### src/prom_prog_pkg.sv
// Purpose: Shared constants for the PROM programming controller
// Assumes: 250 MHz system clock
// Notes:   Pin levels are logic levels; a level shifter drives the part
`default_nettype none
package prom_prog_pkg;
	// ****************************************
	// Geometry
	// ****************************************
	localparam int ADDR_W     = 9;
	localparam int DATA_W     = 8;
	localparam int WORDS      = 512;
	localparam int OVER_MULT  = 5;
	// ****************************************
	// Timing
	// ****************************************
	localparam int CLK_MHZ     = 250;
	localparam int SETUP_US    = 40;
	localparam int PULSE_US    = 1000;
	localparam int GAP_US      = 3000;
	localparam int READ_US     = 2;
	localparam int SETUP_CYC   = SETUP_US * CLK_MHZ;
	localparam int PULSE_CYC   = PULSE_US * CLK_MHZ;
	localparam int GAP_CYC     = GAP_US * CLK_MHZ;
	localparam int READ_CYC    = READ_US * CLK_MHZ;
	localparam int MAX_TRIES   = 20;
	localparam int TRY_W       = 8;
	localparam int CNT_W       = 20;
endpackage : prom_prog_pkg
`default_nettype wire

### src/prom_programmer.sv
// Purpose: Drives a 512x8 field PROM through a full program pass
// Assumes: Read-back data is synchronous; pin levels shifted outside
// Notes:   Image words come from the user port, one per address
//
// Behaviour
// - Address and data pins select word and pattern
// - Write is a program pulse with stable pins
// - Repeat until match, then five times as many pulses again; the code gives up and flags fail after 20 tries
// - Pins stable 40 us before pulse, through end
`timescale 1ns/1ps
`default_nettype none
module prom_programmer
#(
	parameter int SETUP_CYC = prom_prog_pkg::SETUP_CYC,
	parameter int PULSE_CYC = prom_prog_pkg::PULSE_CYC,
	parameter int GAP_CYC   = prom_prog_pkg::GAP_CYC,
	parameter int READ_CYC  = prom_prog_pkg::READ_CYC
)
(
	input  wire logic                              clk_i,
	input  wire logic                              reset_n_i,
	input  wire logic                              start_i,
	input  wire logic [prom_prog_pkg::DATA_W-1:0]  image_data_i,
	input  wire logic [prom_prog_pkg::DATA_W-1:0]  read_data_i,
	output var  logic [prom_prog_pkg::ADDR_W-1:0]  image_addr_o,
	output var  logic [prom_prog_pkg::ADDR_W-1:0]  prom_addr_o,
	output var  logic [prom_prog_pkg::DATA_W-1:0]  prom_data_o,
	output var  logic                              prog_pulse_o,
	output var  logic                              prog_mode_o,
	output var  logic                              power_saver_o,
	output var  logic                              busy_o,
	output var  logic                              done_o,
	output var  logic                              fail_o
);
	// ****************************************
	// Reset release
	// ****************************************
	logic rst_meta_q;
	logic rst_n_q;

	// Two stage release keeps the reset edge clean
	always_ff @(posedge clk_i or negedge reset_n_i)
	begin
		if (!reset_n_i)
		begin
			rst_meta_q <= 1'b0;
			rst_n_q    <= 1'b0;
		end
		else
		begin
			rst_meta_q <= 1'b1;
			rst_n_q    <= rst_meta_q;
		end
	end

	// ****************************************
	// Sequencer
	// ****************************************
	typedef enum logic [2:0] {IDLE, FETCH, SETUP, PULSE, GAP, VERIFY, OVER, FINISH} state_t;

	localparam int AW = prom_prog_pkg::ADDR_W;
	localparam int DW = prom_prog_pkg::DATA_W;
	localparam int CW = prom_prog_pkg::CNT_W;
	localparam int TW = prom_prog_pkg::TRY_W;

	state_t        state_q, state_d;
	logic [AW-1:0] addr_q, addr_d;
	logic [DW-1:0] word_q, word_d;
	logic [DW-1:0] pins_q, pins_d;
	logic [TW-1:0] tries_q, tries_d;
	logic [TW+2:0] over_q, over_d;
	logic          pulse_q, pulse_d;
	logic          mode_q, mode_d;
	logic          saver_q, saver_d;
	logic          done_q, done_d;
	logic          fail_q, fail_d;
	logic          load;
	logic [CW-1:0] count;
	logic          expired;

	// Timing for setup, pulse, gap and read settle
	prom_delay #(.CNT_W(CW)) u_delay (
		.clk_i   (clk_i),
		.rst_n_i (rst_n_q),
		.load_i  (load),
		.count_i (count),
		.done_o  (expired)
	);

	// Next state of the program walk
	always_comb
	begin
		state_d = state_q;
		addr_d  = addr_q;
		word_d  = word_q;
		pins_d  = pins_q;
		tries_d = tries_q;
		over_d  = over_q;
		pulse_d = 1'b0;
		mode_d  = mode_q;
		saver_d = saver_q;
		done_d  = done_q;
		fail_d  = fail_q;
		load    = 1'b0;
		count   = '0;
		case (state_q)
			IDLE:
			begin
				saver_d = 1'b1;
				if (start_i)
				begin
					addr_d  = '0;
					mode_d  = 1'b1;
					saver_d = 1'b0;
					done_d  = 1'b0;
					fail_d  = 1'b0;
					state_d = FETCH;
				end
			end
			FETCH:
			begin
				// One cycle for the image port to answer
				word_d  = image_data_i;
				tries_d = '0;
				state_d = SETUP;
				load    = 1'b1;
				count   = CW'(SETUP_CYC);
			end
			SETUP:
			begin
				pins_d = ~word_q;
				if (expired)
				begin
					pulse_d = 1'b1;
					state_d = PULSE;
					load    = 1'b1;
					count   = CW'(PULSE_CYC);
				end
			end
			PULSE:
			begin
				pulse_d = !expired;
				if (expired)
				begin
					// Pins held through the trailing gap; zero hold needed
					state_d = GAP;
					load    = 1'b1;
					count   = CW'(GAP_CYC);
				end
			end
			GAP:
			begin
				if (expired)
				begin
					if (over_q != '0)
					begin
						over_d  = over_q - 1'b1;
						state_d = over_q == {{(TW+2){1'b0}}, 1'b1} ? OVER : SETUP;
						load    = over_q != {{(TW+2){1'b0}}, 1'b1};
						count   = CW'(SETUP_CYC);
					end
					else
					begin
						tries_d = tries_q + 1'b1;
						state_d = VERIFY;
						load    = 1'b1;
						count   = CW'(READ_CYC);
					end
				end
			end
			VERIFY:
			begin
				if (expired)
				begin
					if (read_data_i == word_q)
					begin
						over_d  = (TW+3)'(prom_prog_pkg::OVER_MULT * int'(tries_q));
						state_d = SETUP;
						load    = 1'b1;
						count   = CW'(SETUP_CYC);
					end
					else if (tries_q >= TW'(prom_prog_pkg::MAX_TRIES))
					begin
						fail_d  = 1'b1;
						state_d = FINISH;
					end
					else
					begin
						state_d = SETUP;
						load    = 1'b1;
						count   = CW'(SETUP_CYC);
					end
				end
			end
			OVER:
			begin
				// Next address only after this word is finished
				if (addr_q == AW'(prom_prog_pkg::WORDS - 1))
				begin
					state_d = FINISH;
				end
				else
				begin
					addr_d  = addr_q + 1'b1;
					state_d = FETCH;
				end
			end
			FINISH:
			begin
				mode_d  = 1'b0;
				done_d  = 1'b1;
				state_d = IDLE;
			end
			default:
			begin
				state_d = IDLE;
			end
		endcase
	end

	// Sequencer registers
	always_ff @(posedge clk_i or negedge rst_n_q)
	begin
		if (!rst_n_q)
		begin
			state_q <= IDLE;
			addr_q  <= '0;
			word_q  <= '0;
			pins_q  <= '1;
			tries_q <= '0;
			over_q  <= '0;
			pulse_q <= 1'b0;
			mode_q  <= 1'b0;
			saver_q <= 1'b1;
			done_q  <= 1'b0;
			fail_q  <= 1'b0;
		end
		else
		begin
			state_q <= state_d;
			addr_q  <= addr_d;
			word_q  <= word_d;
			pins_q  <= pins_d;
			tries_q <= tries_d;
			over_q  <= over_d;
			pulse_q <= pulse_d;
			mode_q  <= mode_d;
			saver_q <= saver_d;
			done_q  <= done_d;
			fail_q  <= fail_d;
		end
	end

	// Pins come straight from flip-flops
	assign image_addr_o  = addr_q;
	assign prom_addr_o   = addr_q;
	assign prom_data_o   = pins_q;
	assign prog_pulse_o  = pulse_q;
	assign prog_mode_o   = mode_q;
	assign power_saver_o = saver_q;
	assign busy_o        = mode_q; // Mode flop tracks state_q != IDLE exactly
	assign done_o        = done_q;
	assign fail_o        = fail_q;
endmodule : prom_programmer
`default_nettype wire

### src/prom_delay.sv
// Purpose: Loadable down counter that reports expiry
// Assumes: Synchronous inputs
// Notes:   done_o pulses one cycle when the count runs out
`timescale 1ns/1ps
`default_nettype none
module prom_delay
#(
	parameter int CNT_W = 20
)
(
	input  wire logic             clk_i,
	input  wire logic             rst_n_i,
	input  wire logic             load_i,
	input  wire logic [CNT_W-1:0] count_i,
	output var  logic             done_o
);
	logic [CNT_W-1:0] cnt_q;
	logic [CNT_W-1:0] cnt_d;
	logic             run_q;
	logic             run_d;
	logic             done_q;
	logic             done_d;

	// Next count; load wins over an expiring count
	always_comb
	begin
		cnt_d  = cnt_q;
		run_d  = run_q;
		done_d = 1'b0;
		if (load_i)
		begin
			cnt_d = count_i;
			run_d = 1'b1;
		end
		else if (run_q)
		begin
			if (cnt_q <= {{(CNT_W-1){1'b0}}, 1'b1})
			begin
				run_d  = 1'b0;
				done_d = 1'b1;
			end
			else
			begin
				cnt_d = cnt_q - {{(CNT_W-1){1'b0}}, 1'b1};
			end
		end
	end

	// Registers
	always_ff @(posedge clk_i or negedge rst_n_i)
	begin
		if (!rst_n_i)
		begin
			cnt_q  <= '0;
			run_q  <= 1'b0;
			done_q <= 1'b0;
		end
		else
		begin
			cnt_q  <= cnt_d;
			run_q  <= run_d;
			done_q <= done_d;
		end
	end

	assign done_o = done_q;
endmodule : prom_delay
`default_nettype wire

### config.mk
export PLATFORM = sky130hd
export DESIGN_NAME = prom_programmer
export DESIGN_NICKNAME = d
export VERILOG_FILES = /design/src/prom_prog_pkg.sv /design/src/prom_programmer.sv /design/src/prom_delay.sv
export SDC_FILE = /design/constraint.sdc
export NUM_CORES = 1
export LEC_CHECK = 0
export BUFFER_PORTS_ARGS = -buffer_cell sky130_fd_sc_hd__buf_2
export CAP_MARGIN = 20
export CELL_PAD_IN_SITES_DETAIL_PLACEMENT = 1
export CELL_PAD_IN_SITES_GLOBAL_PLACEMENT = 1
export CORE_MARGIN = 10
export CORE_UTILIZATION = 30
export CTS_CLUSTER_DIAMETER = 40
export DETAILED_ROUTE_END_ITERATION = 8
export HOLD_SLACK_MARGIN = 0.12
export MAX_ROUTING_LAYER = met4
export PLACE_DENSITY_LB_ADDON = 0.2
export REMOVE_ABC_BUFFERS = 1
export SYNTH_ARGS = -nofsm -noshare
export SYNTH_HDL_FRONTEND = slang
export SYNTH_HIERARCHICAL = 1
export SYNTH_SLANG_ARGS = --single-unit
### constraint.sdc
create_clock -name clk_i -period 2.35 [get_ports clk_i]
set_clock_uncertainty 0.2 [all_clocks]
set_input_delay 0.235 -clock clk_i [delete_from_list [all_inputs] [get_ports clk_i]]
set_output_delay 0.235 -clock clk_i [all_outputs]
set_load 0.01 [all_outputs]
======== Word level (Yosys, flattened, before mapping) ========
Index checks and enable logic that the tools add are counted.
word-level totals
  bits in latches ......................... 0
  bits in read-only memories .............. 0
  input port bits ......................... 19
  RAM bits ................................ 0
  memories kept ........................... 0
  register bits ........................... 76
  output and inout port bits .............. 32
operators by class
  shifts and indexed selects .............. 0
  muxes and demuxes ....................... 56
  reduce and logical (&&, ||, !) cells .... 17
  equal/unequal tests ..................... 23
  div/mod/pow operators ................... 0
  add/sub/neg operators ................... 4
  order comparisons ....................... 2
  bitwise gates (word level) .............. 1
  multiply operators ...................... 1
operator list
  kind                                                                               count
  20-bit case mux with 5 select lines                                                1
  20-bit 2-to-1 mux                                                                  4
  14-bit 2-to-1 mux                                                                  5
  11-bit 2-to-1 mux                                                                  4
  3-bit 2-to-1 mux                                                                   10
  3-bit case mux with 8 select lines                                                 1
  11-bit case mux with 2 select lines                                                1
  20-bit by 1-bit less-or-equal comparator with 1-bit output, second input constant  1
  20-bit by 1-bit subtractor with 20-bit output, second input constant               1
  1-bit 2-to-1 mux                                                                   18
  18-bit 2-to-1 mux                                                                  1
  9-bit 2-to-1 mux                                                                   2
  9-bit case mux with 2 select lines                                                 1
  8-bit 2-to-1 mux                                                                   2
  2-bit inequality test, second input constant                                       8
  8-bit case mux with 2 select lines                                                 1
  5-bit AND reduction                                                                3
  3-bit == test, second input constant                                               4
  2-bit nonzero test                                                                 6
  11-bit by 1-bit == test with 1-bit output, second input constant                   1
  3-bit by 8-bit multiplier with 11-bit output, first input constant                 1
  11-bit by 1-bit inequality test with 1-bit output, second input constant           1
  11-bit nonzero test                                                                1
  11-bit by 1-bit subtractor with 11-bit output, second input constant               1
  16 further kinds                                                                   25

======== Logic depth before layout (Yosys ltp) ========
Gate-level depths: netlist (run 1).
  depth in word-level cells ............... 7
  mapped depth ............................ 14

======== Modules after synthesis ========
The synthesis (run 1) kept the hierarchy.
by module, submodules not included
  module           instances  sequential area each (um^2)  cells each  area each (um^2)
  prom_programmer  1          1,362.6                      404         3,519.6
  prom_delay       1          550.5                        158         1,431.4

======== Worst setup path after synthesis (run 1) ========
OpenSTA, ideal clock, no wires.
  kind .................................... flip-flop to flip-flop
  start ................................... register state_q[1]
  end ..................................... register u_delay.cnt_q[19]
  data required time ...................... 2.049 ns
  cell stages (with the launch flop) ...... 15
  buffers on the path ..................... 4
  library setup time ...................... 0.101 ns
  clock period less this slack ............ 3.093 ns
  path slack .............................. -0.743 ns
  arrival ................................. 2.792 ns
  path through ............................ dfrtp_1 buf_2 clkinv_1 ha_1 nor2_1 nand2_1 a311oi_1 a211o_1 clkbuf_1 or3_1 nor4_2 buf_4 and2_1 buf_2 nor4_1
between the ends
  word-level cells in the longest chain between the ends .. 5
RTL lines
  what                                                                                 RTL line                text
  from (decl)                                                                          prom_programmer.sv:66   state_t state_q, state_d;
  from (signal assigned)                                                               prom_programmer.sv:240  state_q <= state_d;
  3-bit by 2-bit == test with 1-bit output                                             prom_programmer.sv:106  case (state_q)
  2-bit OR reduction (no source line)                                                  n/a
  1-bit case mux with 4 select lines *                                                 prom_programmer.sv:106
  via load                                                                             prom_programmer.sv:77   logic load;
  2-bit inequality test (no source line) / 2-bit nonzero test (equally long branches)  n/a
  2-bit AND reduction (no source line)                                                 n/a
  to (signal assigned)                                                                 prom_delay.sv:60        cnt_q <= cnt_d;
  to (decl)                                                                            prom_delay.sv:17        logic [CNT_W-1:0] cnt_q;
The timed path passes the listed nets; every way through them passes the cells marked *.
A chain may end at the register's enable or synchronous reset.

======== Final worst setup path (run 1) ========
  start ................................... register over_q[1]
  end ..................................... register u_delay.cnt_q[5]
between the ends
  word-level cells in the longest chain between the ends .. 6
RTL lines
  what                                                                                             RTL line                                        text
  from (decl)                                                                                      prom_programmer.sv:71                           logic [TW+2:0] over_q, over_d;
  from (signal assigned)                                                                           prom_programmer.sv:245                          over_q <= over_d;
  11-bit by 1-bit inequality test with 1-bit output / 11-bit nonzero test (equally long branches)  prom_programmer.sv:159, prom_programmer.sv:155
  1-bit 2-to-1 mux *                                                                               prom_programmer.sv:155                          if (over_q != '0)
  1-bit 2-to-1 mux *                                                                               prom_programmer.sv:153                          if (expired)
  1-bit case mux with 4 select lines *                                                             prom_programmer.sv:106
  via load                                                                                         prom_programmer.sv:77
  2-bit inequality test (no source line) / 2-bit nonzero test (equally long branches)              n/a
  2-bit AND reduction (no source line)                                                             n/a
Marks and branches as above.

==> results_tabular.tex, run 1 <==
\begin{tabular}{lr}
\hline
Metric & Value \\
\hline
\multicolumn{2}{l}{\textbf{Outcome}} \\
\quad Result of the run & finished, violations left \\
\quad Violations in the final reports & negative setup slack \\
\multicolumn{2}{l}{\textbf{Clock network}} \\
\quad Clk root buf & sky130\_fd\_sc\_hd\_\_clkbuf\_16 \\
\quad Number of buffers inserted during clock tree synthesis & 9 \\
\quad Number of buffers on the longest clock path & 2 \\
\quad Number of H-tree levels & 3 \\
\quad Clock latency of the later-clocked register in the worst-skew pair & 0.35 ns \\
\quad Clock transition at path regs & 0.06 ns \\
\quad Clock tree from TritonCTS & yes \\
\quad TritonCTS Sinks & 76 \\
\multicolumn{2}{l}{\textbf{Drt}} \\
\quad Detailed Route Iter0 Violations & 306 \\
\quad DRT Wirelength & 18.32 mm \\
\quad Number of remaining DRC errors & 0 \\
\quad Per-cell routed wire length & 19.12 µm \\
\quad Antenna-violating nets left & 0 \\
\quad Detailed-routing iteration count for the pre-antenna-repair pass & 4 \\
\quad Via-to-Cell Ratio & around 5.3 \\
\quad Via count & 5095 \\
\multicolumn{2}{l}{\textbf{Placed design}} \\
\quad Placed wire-length estimate after detailed placement & about 13 mm \\
\quad Placement Setup Slack & -0.6401 ns \\
\quad Instance area at placement & about 0.0061 mm² \\
\quad Buffers added on ports & 50 \\
\quad Placed cell count & 903 \\
\quad Final RePlAce weighted congestion & 0.8690 \\
\multicolumn{2}{l}{\textbf{Synth}} \\
\quad Combined area of all synthesized cells & 0.004951 mm² \\
\quad Synth warn & 6 \\
\quad Ys async rst share & 100.0\% \\
\quad Count of cell types in the netlist & between 80 and 90 \\
\quad Commonest cells in the synthesized netlist & sky130\_fd\_sc\_hd\_\_dfrtp\_1 (67), sky130\_fd\_sc\_hd\_\_nand2\_1 (67), sky130\_fd\_sc\_hd\_\_o21ai\_0 (49), sky130\_fd\_sc\_hd\_\_nor2\_1 (47), sky130\_fd\_sc\_hd\_\_a21oi\_1 (27) \\
\quad Post-synthesis cell type with the largest combined area & sky130\_fd\_sc\_hd\_\_dfrtp\_1 \\
\quad Synth Flop Type & sky130\_fd\_sc\_hd\_\_dfrtp\_1 \\
\quad Synth top area cells & sky130\_fd\_sc\_hd\_\_dfrtp\_1 (34\%), sky130\_fd\_sc\_hd\_\_ha\_1 (5.8\%), sky130\_fd\_sc\_hd\_\_nand2\_1 (5.1\%) \\
\quad Sequential element share of the synthesized area & 38.64\% \\
\quad Cell count after synthesis & 562 \\
\quad Number of flip-flops and latches in the synthesized netlist & 76 \\
\quad EDFF count, synth & 0 \\
\quad Share of the synthesized area in the top cell type & 33.86\% \\
\quad Post-synthesis area per instance & 8.810 µm² \\
\multicolumn{2}{l}{\textbf{Die}} \\
\quad Die Wd & 148.5 µm \\
\quad Initial core utilization & just over 30\% \\
\quad Core area & 0.01606 mm² \\
\quad Placement Rows & 46 \\
\quad Number of placed I/O pins & 51 \\
\quad Full die area & about 0.022 mm² \\
\quad Die Height & around 150 µm \\
\multicolumn{2}{l}{\textbf{Global routing}} \\
\quad Number of global-route vias before repair & 5548 \\
\quad Total gr overflow & 0 \\
\quad First-pass GRT wire length & 29.18 mm \\
\quad Global router's overall resource usage & 16.61\% \\
\quad Maximum number of pins on one net before global-route repair & 43 \\
\quad Initial antenna violation count & 0 \\
\multicolumn{2}{l}{\textbf{STA}} \\
\quad Summed negative setup slack over all endpoints & -9.133 ns \\
\quad Worst-Margin Slew & 0.6073 ns \\
\quad Unrepaired setup endpoints after global routing & yes \\
\quad Hold violation count in the final report & 0 \\
\quad Slack of the critical path & -0.5164 ns \\
\quad Max-slew violations & 0 \\
\quad Final Hold Slack & around 0.15 ns \\
\quad Time the worst path needs with I/O delays and setup & 2.866 ns \\
\quad Max-slew headroom & 59.52\% \\
\quad FMAX & $\sim$350 MHz \\
\quad Final critical-path share of the clock period & 122.0\% \\
\quad Setup Viol. Count Final & 25 \\
\multicolumn{2}{l}{\textbf{Critical path}} \\
\quad Classification of the worst setup path & reg2reg \\
\quad Crit. End Element & flop \\
\quad Critical Path Start & over\_q[1] \\
\quad Critical path fanouts, max & 8 \\
\quad Startpoint Class & flop \\
\quad Worst EP required & between 2 and 2.5 ns \\
\quad Start of the worst register-to-register path & over\_q[1] \\
\quad Worst EP arrival & 2.90 ns \\
\multicolumn{2}{l}{\textbf{Pwr}} \\
\quad Overall power & 3.570 mW \\
\quad Pwr/cell area & $\sim$490 mW/mm² \\
\quad Peak ir drop on the vdd network & 355.3 µV \\
\quad Cell leakage power & 3.078 nW \\
\multicolumn{2}{l}{\textbf{Finish}} \\
\quad Nets & just under 800 \\
\quad Fraction of layout instances using a drive strength above 1 & 39.89\% \\
\quad Fill cell count & 1849 \\
\quad End-of-flow core utilization & between 40\% and 50\% \\
\quad Antenna diodes & 0 \\
\quad Area Growth Syn to Fin & 46.17\% \\
\quad Post-route design area & a little over 0.007 mm² \\
\quad Non-filler instance count after layout & 958 \\
\multicolumn{2}{l}{\textbf{Flow run}} \\
\quad Max-cap check violation count & 0 \\
\multicolumn{2}{l}{\textbf{Worst hold path}} \\
\quad Type of the tightest min-delay check & reg2async \\
\hline
\end{tabular}
==> registers in the layout, summed over array words and instances, names as in the netlist <==
register / flops
state_q: 3
power_saver_o: 1
busy_o: 1
over_q: 11
tries_q: 8
u_delay/cnt_q: 20
done_o: 1
fail_o: 1
rst_meta_q: 1
prom_data_o: 8
word_q: 8
image_addr_o: 9
u_delay/done_o: 1
prog_pulse_o: 1
u_delay/run_q: 1
rst_n_q: 1
==> final cells by class <==
class | instances | area (µm²) | area share (%)
Sequential cell | 76 | 1918 | 26.50
Timing Repair inverter | 1 | 5.005 | 0.06916
Multi-Input combinational cell | 434 | 3208 | 44.33
Clock inverter | 3 | 45.04 | 0.6224
Timing Repair Buffer | 198 | 1450 | 20.04
Tap cell | 216 | 270.3 | 3.734
Clock buffer | 13 | 270.3 | 3.734
Inverter | 17 | 70.07 | 0.9682
==> timing repair <==
action                                  4_1_cts  5_1_grt
endpoints found under the setup margin       34       41
hold endpoints to repair                     12        0
gates resized for setup                      44       50
cloned                                        0        1
buffers inserted                              9       19
hold buffers                                 11        0
pin swaps                                    19       19
==> routing by layer <==
metal | global-route usage, % | routed length [µm] | up-vias
li1 | - | - | 2417
met1 | 20.87 | 8550 | 2573
met2 | 26.52 | 9003 | 86
met3 | 3.004 | 540 | 19
met4 | 5.253 | 221 | 0
met5 | - | 0 | -
==> critical path, stage by stage, from the launching register on <==
cell and delay, ns:
sky130_fd_sc_hd__dfrtp_1 0.38, sky130_fd_sc_hd__inv_2 0.07, sky130_fd_sc_hd__ha_1 0.14, sky130_fd_sc_hd__nor4b_2 0.18, sky130_fd_sc_hd__and3_4 0.23, sky130_fd_sc_hd__a311oi_2 0.10
sky130_fd_sc_hd__a211o_2 0.32, sky130_fd_sc_hd__or3_4 0.36, sky130_fd_sc_hd__nor4_4 0.23, sky130_fd_sc_hd__a21o_2 0.25, sky130_fd_sc_hd__inv_4 0.08, sky130_fd_sc_hd__a22o_1 0.21
==> power by group <==
part	total (mW)	internal (mW)	switching, mW
clock	1.51	0.911	0.601
sequential	1.57	1.41	0.166
combinational	0.484	0.238	0.246
==> layout by cell type (no fill, tap or decap), drive strengths merged, types with 13 or more instances in the layout <==
cell type,Yosys,layout
buf,19,187
nand2,67,67
dfrtp,67,67
o21ai,50,50
nor2,47,47
a21oi,27,27
ha,23,23
nor3,15,15
a31oi,14,14
inv,14,14
xor2,13,13
nand3,13,13
clkbuf,20,13
nor4,13,13
==> path summary, 6_finish.rpt <==
| path | end | slack (ns) | depth (start not counted) |
|---|---|---|---|
| max | u_delay/cnt_q[5] | -0.52 | 11 |
| min | prog_pulse_o | 0.15 | 0 |
| max reg2reg | u_delay/cnt_q[5] | -0.52 | 11 |
| min reg2reg | prog_pulse_o | 0.15 | 0 |
| max in group asynchronous | tries_q[4] | 1.10 | 1 |
| min in group clk_i | rst_n_q | 0.15 | 0 |
==> logic make-up (layout without fill, tap and decap cells) <==
logic type      Yosys count  in the layout  synth area share (%)
mux                       5              5                 1.061
compound gates          166            166                 22.32
simple gates            214            214                 23.02
flops                    76             76                 38.64
xor+xnor                 19             19                 3.361
buf+inv                  56            232                 5.231
fa+ha+maj                24             24                 6.217
other cells               2              6                0.1517
No activity file was read; power rests on OpenSTA's default activity.
==> run 2, diff against run 1 <==
Settings changed: CORE_UTILIZATION 30 to 41.
==> run 2 against run 1 <==
Cell count shrank 8.8%. Clock power shrank 5%. Largest power group unchanged. Fmax shrank 0.46%. Final area shrank 2.4%. Worst setup slack lost 0.013 ns. Total power shrank 1.5%. Highest routed layer unchanged. The flow still finishes with violations (negative setup slack). Combinational power grew 5.6%.
==> results_tabular.tex, run 2 (same netlist as run 1, synthesis figures left out) <==
\begin{tabular}{lr}
\hline
Metric & Value \\
\hline
\multicolumn{2}{l}{\textbf{Global routing}} \\
\quad Layer with the highest usage & met2 \\
\quad Global Route met3 Usage & approximately 3.2\% \\
\quad Number of global-route vias before repair & 5578 \\
\quad Global router's overall resource usage & 21.95\% \\
\quad First-pass GRT wire length & 28.90 mm \\
\quad Initial antenna violation count & 0 \\
\quad Maximum number of pins on one net before global-route repair & 49 \\
\quad Grt met2 use & a little under two fifths \\
\quad Global-route met1 utilization & approximately a quarter \\
\quad Total gr overflow & 0 \\
\multicolumn{2}{l}{\textbf{STA}} \\
\quad Worst-Margin Slew & 0.5764 ns \\
\quad Max-slew headroom & 61.25\% \\
\quad Summed negative setup slack over all endpoints & -10.07 ns \\
\quad Slack of the critical path & -0.5295 ns \\
\quad Final critical-path share of the clock period & 122.5\% \\
\quad Hold violation count in the final report & 0 \\
\quad Max-slew violations & 0 \\
\quad Time the worst path needs with I/O delays and setup & around 2.9 ns \\
\quad Setup Viol. Count Final & 27 \\
\quad FMAX & 347.3 MHz \\
\quad Final Hold Slack & 0.1233 ns \\
\quad Unrepaired setup endpoints after global routing & yes \\
\multicolumn{2}{l}{\textbf{Placed design}} \\
\quad Placed wire-length estimate after detailed placement & 11.87 mm \\
\quad Instance area at placement & roughly 0.006 mm² \\
\quad Final RePlAce weighted congestion & about 0.9 \\
\quad Buffers added on ports & 50 \\
\quad Placed cell count & 824 \\
\quad Placement Setup Slack & -0.7310 ns \\
\multicolumn{2}{l}{\textbf{Drt}} \\
\quad Antenna-violating nets left & 0 \\
\quad Detailed Route Iter0 Violations & roughly 310 \\
\quad DRT Wirelength & 18.26 mm \\
\quad Per-cell routed wire length & $\sim$21 µm \\
\quad Via-to-Cell Ratio & 5.890 \\
\quad Via count & 5148 \\
\quad Detailed-routing iteration count for the pre-antenna-repair pass & 5 \\
\quad Number of remaining DRC errors & 0 \\
\multicolumn{2}{l}{\textbf{Clock network}} \\
\quad TritonCTS Sinks & 76 \\
\quad Number of H-tree levels & 3 \\
\quad Number of buffers inserted during clock tree synthesis & 9 \\
\quad Clock latency of the later-clocked register in the worst-skew pair & 0.35 ns \\
\quad Clk root buf & sky130\_fd\_sc\_hd\_\_clkbuf\_16 \\
\quad Clock tree from TritonCTS & yes \\
\quad Number of buffers on the longest clock path & 2 \\
\quad Clock transition at path regs & 0.06 ns \\
\multicolumn{2}{l}{\textbf{Finish}} \\
\quad Post-route design area & 0.007064 mm² \\
\quad Nets & 765 \\
\quad Commonest cells after routing, fill and taps aside & sky130\_fd\_sc\_hd\_\_buf\_4 (108), sky130\_fd\_sc\_hd\_\_nand2\_1 (66), sky130\_fd\_sc\_hd\_\_dfrtp\_1 (64) \\
\quad Most common cell after layout, fill and taps aside & sky130\_fd\_sc\_hd\_\_buf\_4 \\
\quad Fraction of layout instances using a drive strength above 1 & 39.34\% \\
\quad Most flops, register & u\_delay/cnt\_q \\
\quad Non-filler instance count after layout & 874 \\
\quad Max reg flops & 20 \\
\quad End-of-flow core utilization & 59.31\% \\
\quad Antenna diodes & 0 \\
\quad Area Growth Syn to Fin & 42.68\% \\
\quad Fill cell count & 1385 \\
\multicolumn{2}{l}{\textbf{Pwr}} \\
\quad Overall power & 3.517 mW \\
\quad Switching pwr & 1.014 mW \\
\quad Clk pwr share & 40.9\% \\
\quad Pwr/cell area & around 500 mW/mm² \\
\quad Relative contribution of combinational cells to total power & between 10\% and 20\% \\
\quad Switching share of power & 28.84\% \\
\quad Cell Int Power & 2.502 mW \\
\quad Cell leakage power & around 3.0 nW \\
\quad Peak ir drop on the vdd network & around 400 µV \\
\quad Share of total power in sequential cells & 44.5\% \\
\multicolumn{2}{l}{\textbf{Critical path}} \\
\quad Crit. End Element & flop \\
\quad Register-to-register path setup slack & -0.53 ns \\
\quad Classification of the worst setup path & reg2reg \\
\quad Worst EP required & 2.39 ns \\
\quad Critical path fanouts, max & 8 \\
\quad Startpoint Class & flop \\
\quad Worst EP arrival & 2.92 ns \\
\multicolumn{2}{l}{\textbf{Outcome}} \\
\quad Violations in the final reports & negative setup slack \\
\quad Result of the run & finished, violations left \\
\multicolumn{2}{l}{\textbf{Die}} \\
\quad Die Height & 129.9 µm \\
\quad Number of placed I/O pins & 51 \\
\quad Core area & about 0.012 mm² \\
\quad Die Wd & 129.9 µm \\
\quad Full die area & 0.01687 mm² \\
\quad Placement Rows & 40 \\
\quad Initial core utilization & 41.57\% \\
\multicolumn{2}{l}{\textbf{Flow run}} \\
\quad Max-cap check violation count & 0 \\
\multicolumn{2}{l}{\textbf{Worst hold path}} \\
\quad Type of the tightest min-delay check & reg2async \\
\hline
\end{tabular}
run 2: cell count changes in the layout (fill, tap and decap cells not counted), sizes merged:
| cell | delta |
|---|---|
| buf | -14 |
| clkinv | +3 |
| clkinvlp | -3 |
| clkbuf | -2 |
| inv | +1 |
run 2: routing by layer:
layer	share of wire [%]	vias up
li1	-	2387
met4	2.3	0
met3	2.7	33
met5	0	-
met2	53	100
met1	42	2628
run 2: final timing paths:
path,start,end,cells after the start
max,over_q[1],u_delay/cnt_q[5],11
min,rst_n_q,power_saver_o,0
max reg2reg,over_q[1],u_delay/cnt_q[5],11
min reg2reg,rst_n_q,power_saver_o,0
max in group asynchronous,reset_n_i,rst_n_q,3
min in group clk_i,rst_meta_q,rst_n_q,0
run 2: power groups by stage:
| stage | sequential (mW) | clock (mW) | combinational, mW |
|---|---|---|---|
| global placement | 1.58 | 0 | 0.417 |
| detailed placement | 1.59 | 0 | 0.437 |
| floorplan | 1.57 | 0 | 0.244 |
| CTS | 1.56 | 1.46 | 0.499 |
| finish | 1.57 | 1.44 | 0.511 |
| global route | 1.59 | 1.52 | 0.564 |
run 2: layout make-up:
| type | count | area, µm² | share of cell area [%] |
|---|---|---|---|
| tap | 147 | 183.9 | 2.604 |
| clock inverter | 5 | 52.55 | 0.7439 |
| clock buffer | 11 | 242.7 | 3.436 |
| sequential | 76 | 1919 | 27.17 |
| timing repair buffer | 184 | 1383 | 19.57 |
| multi-input combinational | 434 | 3214 | 45.50 |
| inverter | 17 | 68.82 | 0.9741 |
run 2: what timing repair did:
action | CTS | global route
endpoints found under the hold margin | 37 | 0
pin swaps | 20 | 17
gates resized for setup | 64 | 41
setup buffers | 11 | 12
endpoints found under the setup margin | 34 | 44
cloned | 0 | 0
hold buffers | 12 | 0
run 2: worst max-delay path: stages (launching register included):
cell	delay [ns]
sky130_fd_sc_hd__dfrtp_1	0.40
sky130_fd_sc_hd__inv_2	0.09
sky130_fd_sc_hd__ha_4	0.12
sky130_fd_sc_hd__nor4b_4	0.19
sky130_fd_sc_hd__and3_4	0.23
sky130_fd_sc_hd__a311oi_2	0.12
sky130_fd_sc_hd__a211o_1	0.28
sky130_fd_sc_hd__or3_4	0.36
sky130_fd_sc_hd__nor4_4	0.25
sky130_fd_sc_hd__a21o_2	0.23
sky130_fd_sc_hd__inv_4	0.08
sky130_fd_sc_hd__a22o_1	0.21
==> run 3, diff against run 2 <==
Settings changed: SKIP_LAST_GASP set to 1.
==> run 3 against run 2 <==
The run still ends with negative setup slack left. Via count is 1.7% lower. Core utilization shrank 0.91 points. Count of clock-buffer cells in the layout unchanged. Combinational power up 1%. Fmax shrank 0.45%. Die area stayed put. Largest cell class unchanged.
==> results_tabular.tex, run 3 (same netlist as run 1, synthesis figures left out) <==
\begin{tabular}{lr}
\hline
Metric & Value \\
\hline
\multicolumn{2}{l}{\textbf{Die}} \\
\quad Placement Rows & 40 \\
\quad Die Height & around 130 µm \\
\quad Core area & around 0.012 mm² \\
\quad Die Wd & 129.9 µm \\
\quad Full die area & approximately 0.017 mm² \\
\quad Initial core utilization & 41.57\% \\
\quad Number of placed I/O pins & 51 \\
\multicolumn{2}{l}{\textbf{Critical path}} \\
\quad Worst EP arrival & 2.93 ns \\
\quad Worst EP required & 2.39 ns \\
\quad Critical-path cell with the highest stage delay & sky130\_fd\_sc\_hd\_\_dfrtp\_1 \\
\quad Critical Path Start & over\_q[1] \\
\quad Register-to-register path setup slack & -0.54 ns \\
\quad Critical path cell sequence & inv\_2 > ha\_4 > nor4b\_4 > and3\_4 > a311oi\_2 > a211o\_1 > or3\_4 > nor4\_4 > a21o\_2 > inv\_4 > a22o\_1 \\
\quad Start of the worst register-to-register path & over\_q[1] \\
\quad Capturing instance or port of the critical path & u\_delay/cnt\_q[5] \\
\quad Startpoint Class & flop \\
\quad Critical path fanouts, max & 8 \\
\quad R2r worst-path depth & 11 \\
\quad CP peak stage delay & 0.40 ns \\
\quad Classification of the worst setup path & reg2reg \\
\quad Crit. End Element & flop \\
\quad Worst r2r dst & u\_delay/cnt\_q[5] \\
\multicolumn{2}{l}{\textbf{Clock network}} \\
\quad Number of H-tree levels & 3 \\
\quad Clock transition at path regs & 0.07 ns \\
\quad Clock tree from TritonCTS & yes \\
\quad Clk root buf & sky130\_fd\_sc\_hd\_\_clkbuf\_16 \\
\quad TritonCTS Sinks & 76 \\
\quad Number of buffers inserted during clock tree synthesis & 9 \\
\quad Clock latency of the later-clocked register in the worst-skew pair & 0.36 ns \\
\quad Number of buffers on the longest clock path & 2 \\
\multicolumn{2}{l}{\textbf{Global routing}} \\
\quad Maximum number of pins on one net before global-route repair & just under 50 \\
\quad Number of global-route vias before repair & roughly 5600 \\
\quad First-pass GRT wire length & 28.94 mm \\
\quad Initial antenna violation count & 0 \\
\quad Total gr overflow & 0 \\
\quad Global router's overall resource usage & roughly 22\% \\
\multicolumn{2}{l}{\textbf{STA}} \\
\quad Final critical-path share of the clock period & 123.1\% \\
\quad Max-slew violations & 0 \\
\quad Setup Viol. Count Final & 25 \\
\quad Max-slew headroom & 57.23\% \\
\quad FMAX & 345.7 MHz \\
\quad Summed negative setup slack over all endpoints & -10.02 ns \\
\quad Worst-Margin Slew & approximately 0.64 ns \\
\quad Time the worst path needs with I/O delays and setup & roughly 2.9 ns \\
\quad Unrepaired setup endpoints after global routing & yes \\
\quad Hold violation count in the final report & 0 \\
\quad Slack of the critical path & -0.5425 ns \\
\multicolumn{2}{l}{\textbf{Finish}} \\
\quad Antenna diodes & 0 \\
\quad Commonest cells after routing, fill and taps aside & sky130\_fd\_sc\_hd\_\_buf\_4 (107), sky130\_fd\_sc\_hd\_\_nand2\_1 (66), sky130\_fd\_sc\_hd\_\_dfrtp\_1 (64) \\
\quad Fraction of layout instances using a drive strength above 1 & 37.90\% \\
\quad Area Growth Syn to Fin & 40.49\% \\
\quad Max reg flops & 20 \\
\quad Nets & between 700 and 800 \\
\quad Most flops, register & u\_delay/cnt\_q \\
\quad Most common cell after layout, fill and taps aside & sky130\_fd\_sc\_hd\_\_buf\_4 \\
\quad End-of-flow core utilization & roughly three fifths \\
\quad Post-route design area & 0.006955 mm² \\
\multicolumn{2}{l}{\textbf{Drt}} \\
\quad Detailed-routing iteration count for the pre-antenna-repair pass & 4 \\
\quad Via-to-Cell Ratio & 5.815 \\
\quad DRT Wirelength & $\sim$18 mm \\
\quad Detailed Route Iter0 Violations & 361 \\
\quad Via count & approximately 5000 \\
\quad Antenna-violating nets left & 0 \\
\quad Number of remaining DRC errors & 0 \\
\quad Per-cell routed wire length & between 20 and 25 µm \\
\multicolumn{2}{l}{\textbf{Pwr}} \\
\quad Peak ir drop on the vdd network & about 460 µV \\
\quad Cell leakage power & 2.989 nW \\
\quad Pwr/cell area & 506.4 mW/mm² \\
\multicolumn{2}{l}{\textbf{Placed design}} \\
\quad Placed wire-length estimate after detailed placement & around 12 mm \\
\quad Buffers added on ports & 50 \\
\quad Final RePlAce weighted congestion & between 0.9 and 1 \\
\quad Placement Setup Slack & -0.7310 ns \\
\quad Instance area at placement & around 0.0060 mm² \\
\multicolumn{2}{l}{\textbf{Outcome}} \\
\quad Result of the run & finished, violations left \\
\quad Violations in the final reports & negative setup slack \\
\multicolumn{2}{l}{\textbf{Worst hold path}} \\
\quad Type of the tightest min-delay check & reg2async \\
\multicolumn{2}{l}{\textbf{Flow run}} \\
\quad Max-cap check violation count & 0 \\
\hline
\end{tabular}
-- run 3: metrics by stage --
| stage | total power [mW] | cells | hold slack (ns) |
|---|---|---|---|
| detailed placement | 2.024 | 824 | -0.1773 |
| global placement | 1.995 | 824 | -0.1804 |
| CTS | 3.512 | 863 | 0.1202 |
| floorplan | 1.815 | 527 | -0.2606 |
| global route | 3.678 | 870 | 0.1278 |
| finish | 3.522 | 870 | 0.1220 |
-- run 3: what timing repair did --
item | 4_1_cts | 5_1_grt
endpoints found under the setup margin | 34 | 44
resized for setup | 62 | 29
buffers inserted | 11 | 8
hold buffers | 12 | 0
pin swaps | 19 | 18
hold endpoints to repair | 37 | 0
-- run 3: per-layer routing --
layer,GRT usage (%),wire length [µm],vias up
met5,-,0,-
met4,8.598,337,0
met3,3.245,478,24
met2,37.43,9390,93
met1,25.62,7451,2561
li1,-,-,2381
-- run 3: worst min path at each step --
stage,cells past startpoint,end,slack [ns]
2_1_floorplan,0,rst_meta_q,-0.26
4_1_cts,0,power_saver_o,0.12
3_5_place_dp,1,rst_meta_q,-0.18
6_report,1,done_o,0.12
3_3_place_gp,1,rst_meta_q,-0.18
5_1_grt,0,power_saver_o,0.13
-- run 3: cell type report --
class | count | area [µm²]
clock buffer | 11 | 242.7
multi-input combinational | 434 | 3159
clock inverter | 5 | 52.55
fill | 1381 | 4956
timing repair buffer | 180 | 1329
sequential | 76 | 1919
tap | 147 | 183.9
inverter | 17 | 68.82
-- run 3: worst max-delay path, delay by kind of cell (launching register included) --
kind | cells | cell delay, ns
buffers and inverters | 2 | 0.17
AND/OR/NAND/NOR | 4 | 1.04
AO/OA/AOI/OAI | 4 | 0.84
adder cells (fa/ha/maj) | 1 | 0.12
flip-flops | 1 | 0.40
-- run 3: power by group --
| group | switching, mW | leakage, nW | total (mW) | internal, mW |
|---|---|---|---|---|
| clock network | 0.595 | 0.145 | 1.44 | 0.847 |
| logic | 0.269 | 1.95 | 0.517 | 0.248 |
| registers | 0.156 | 0.889 | 1.56 | 1.41 |
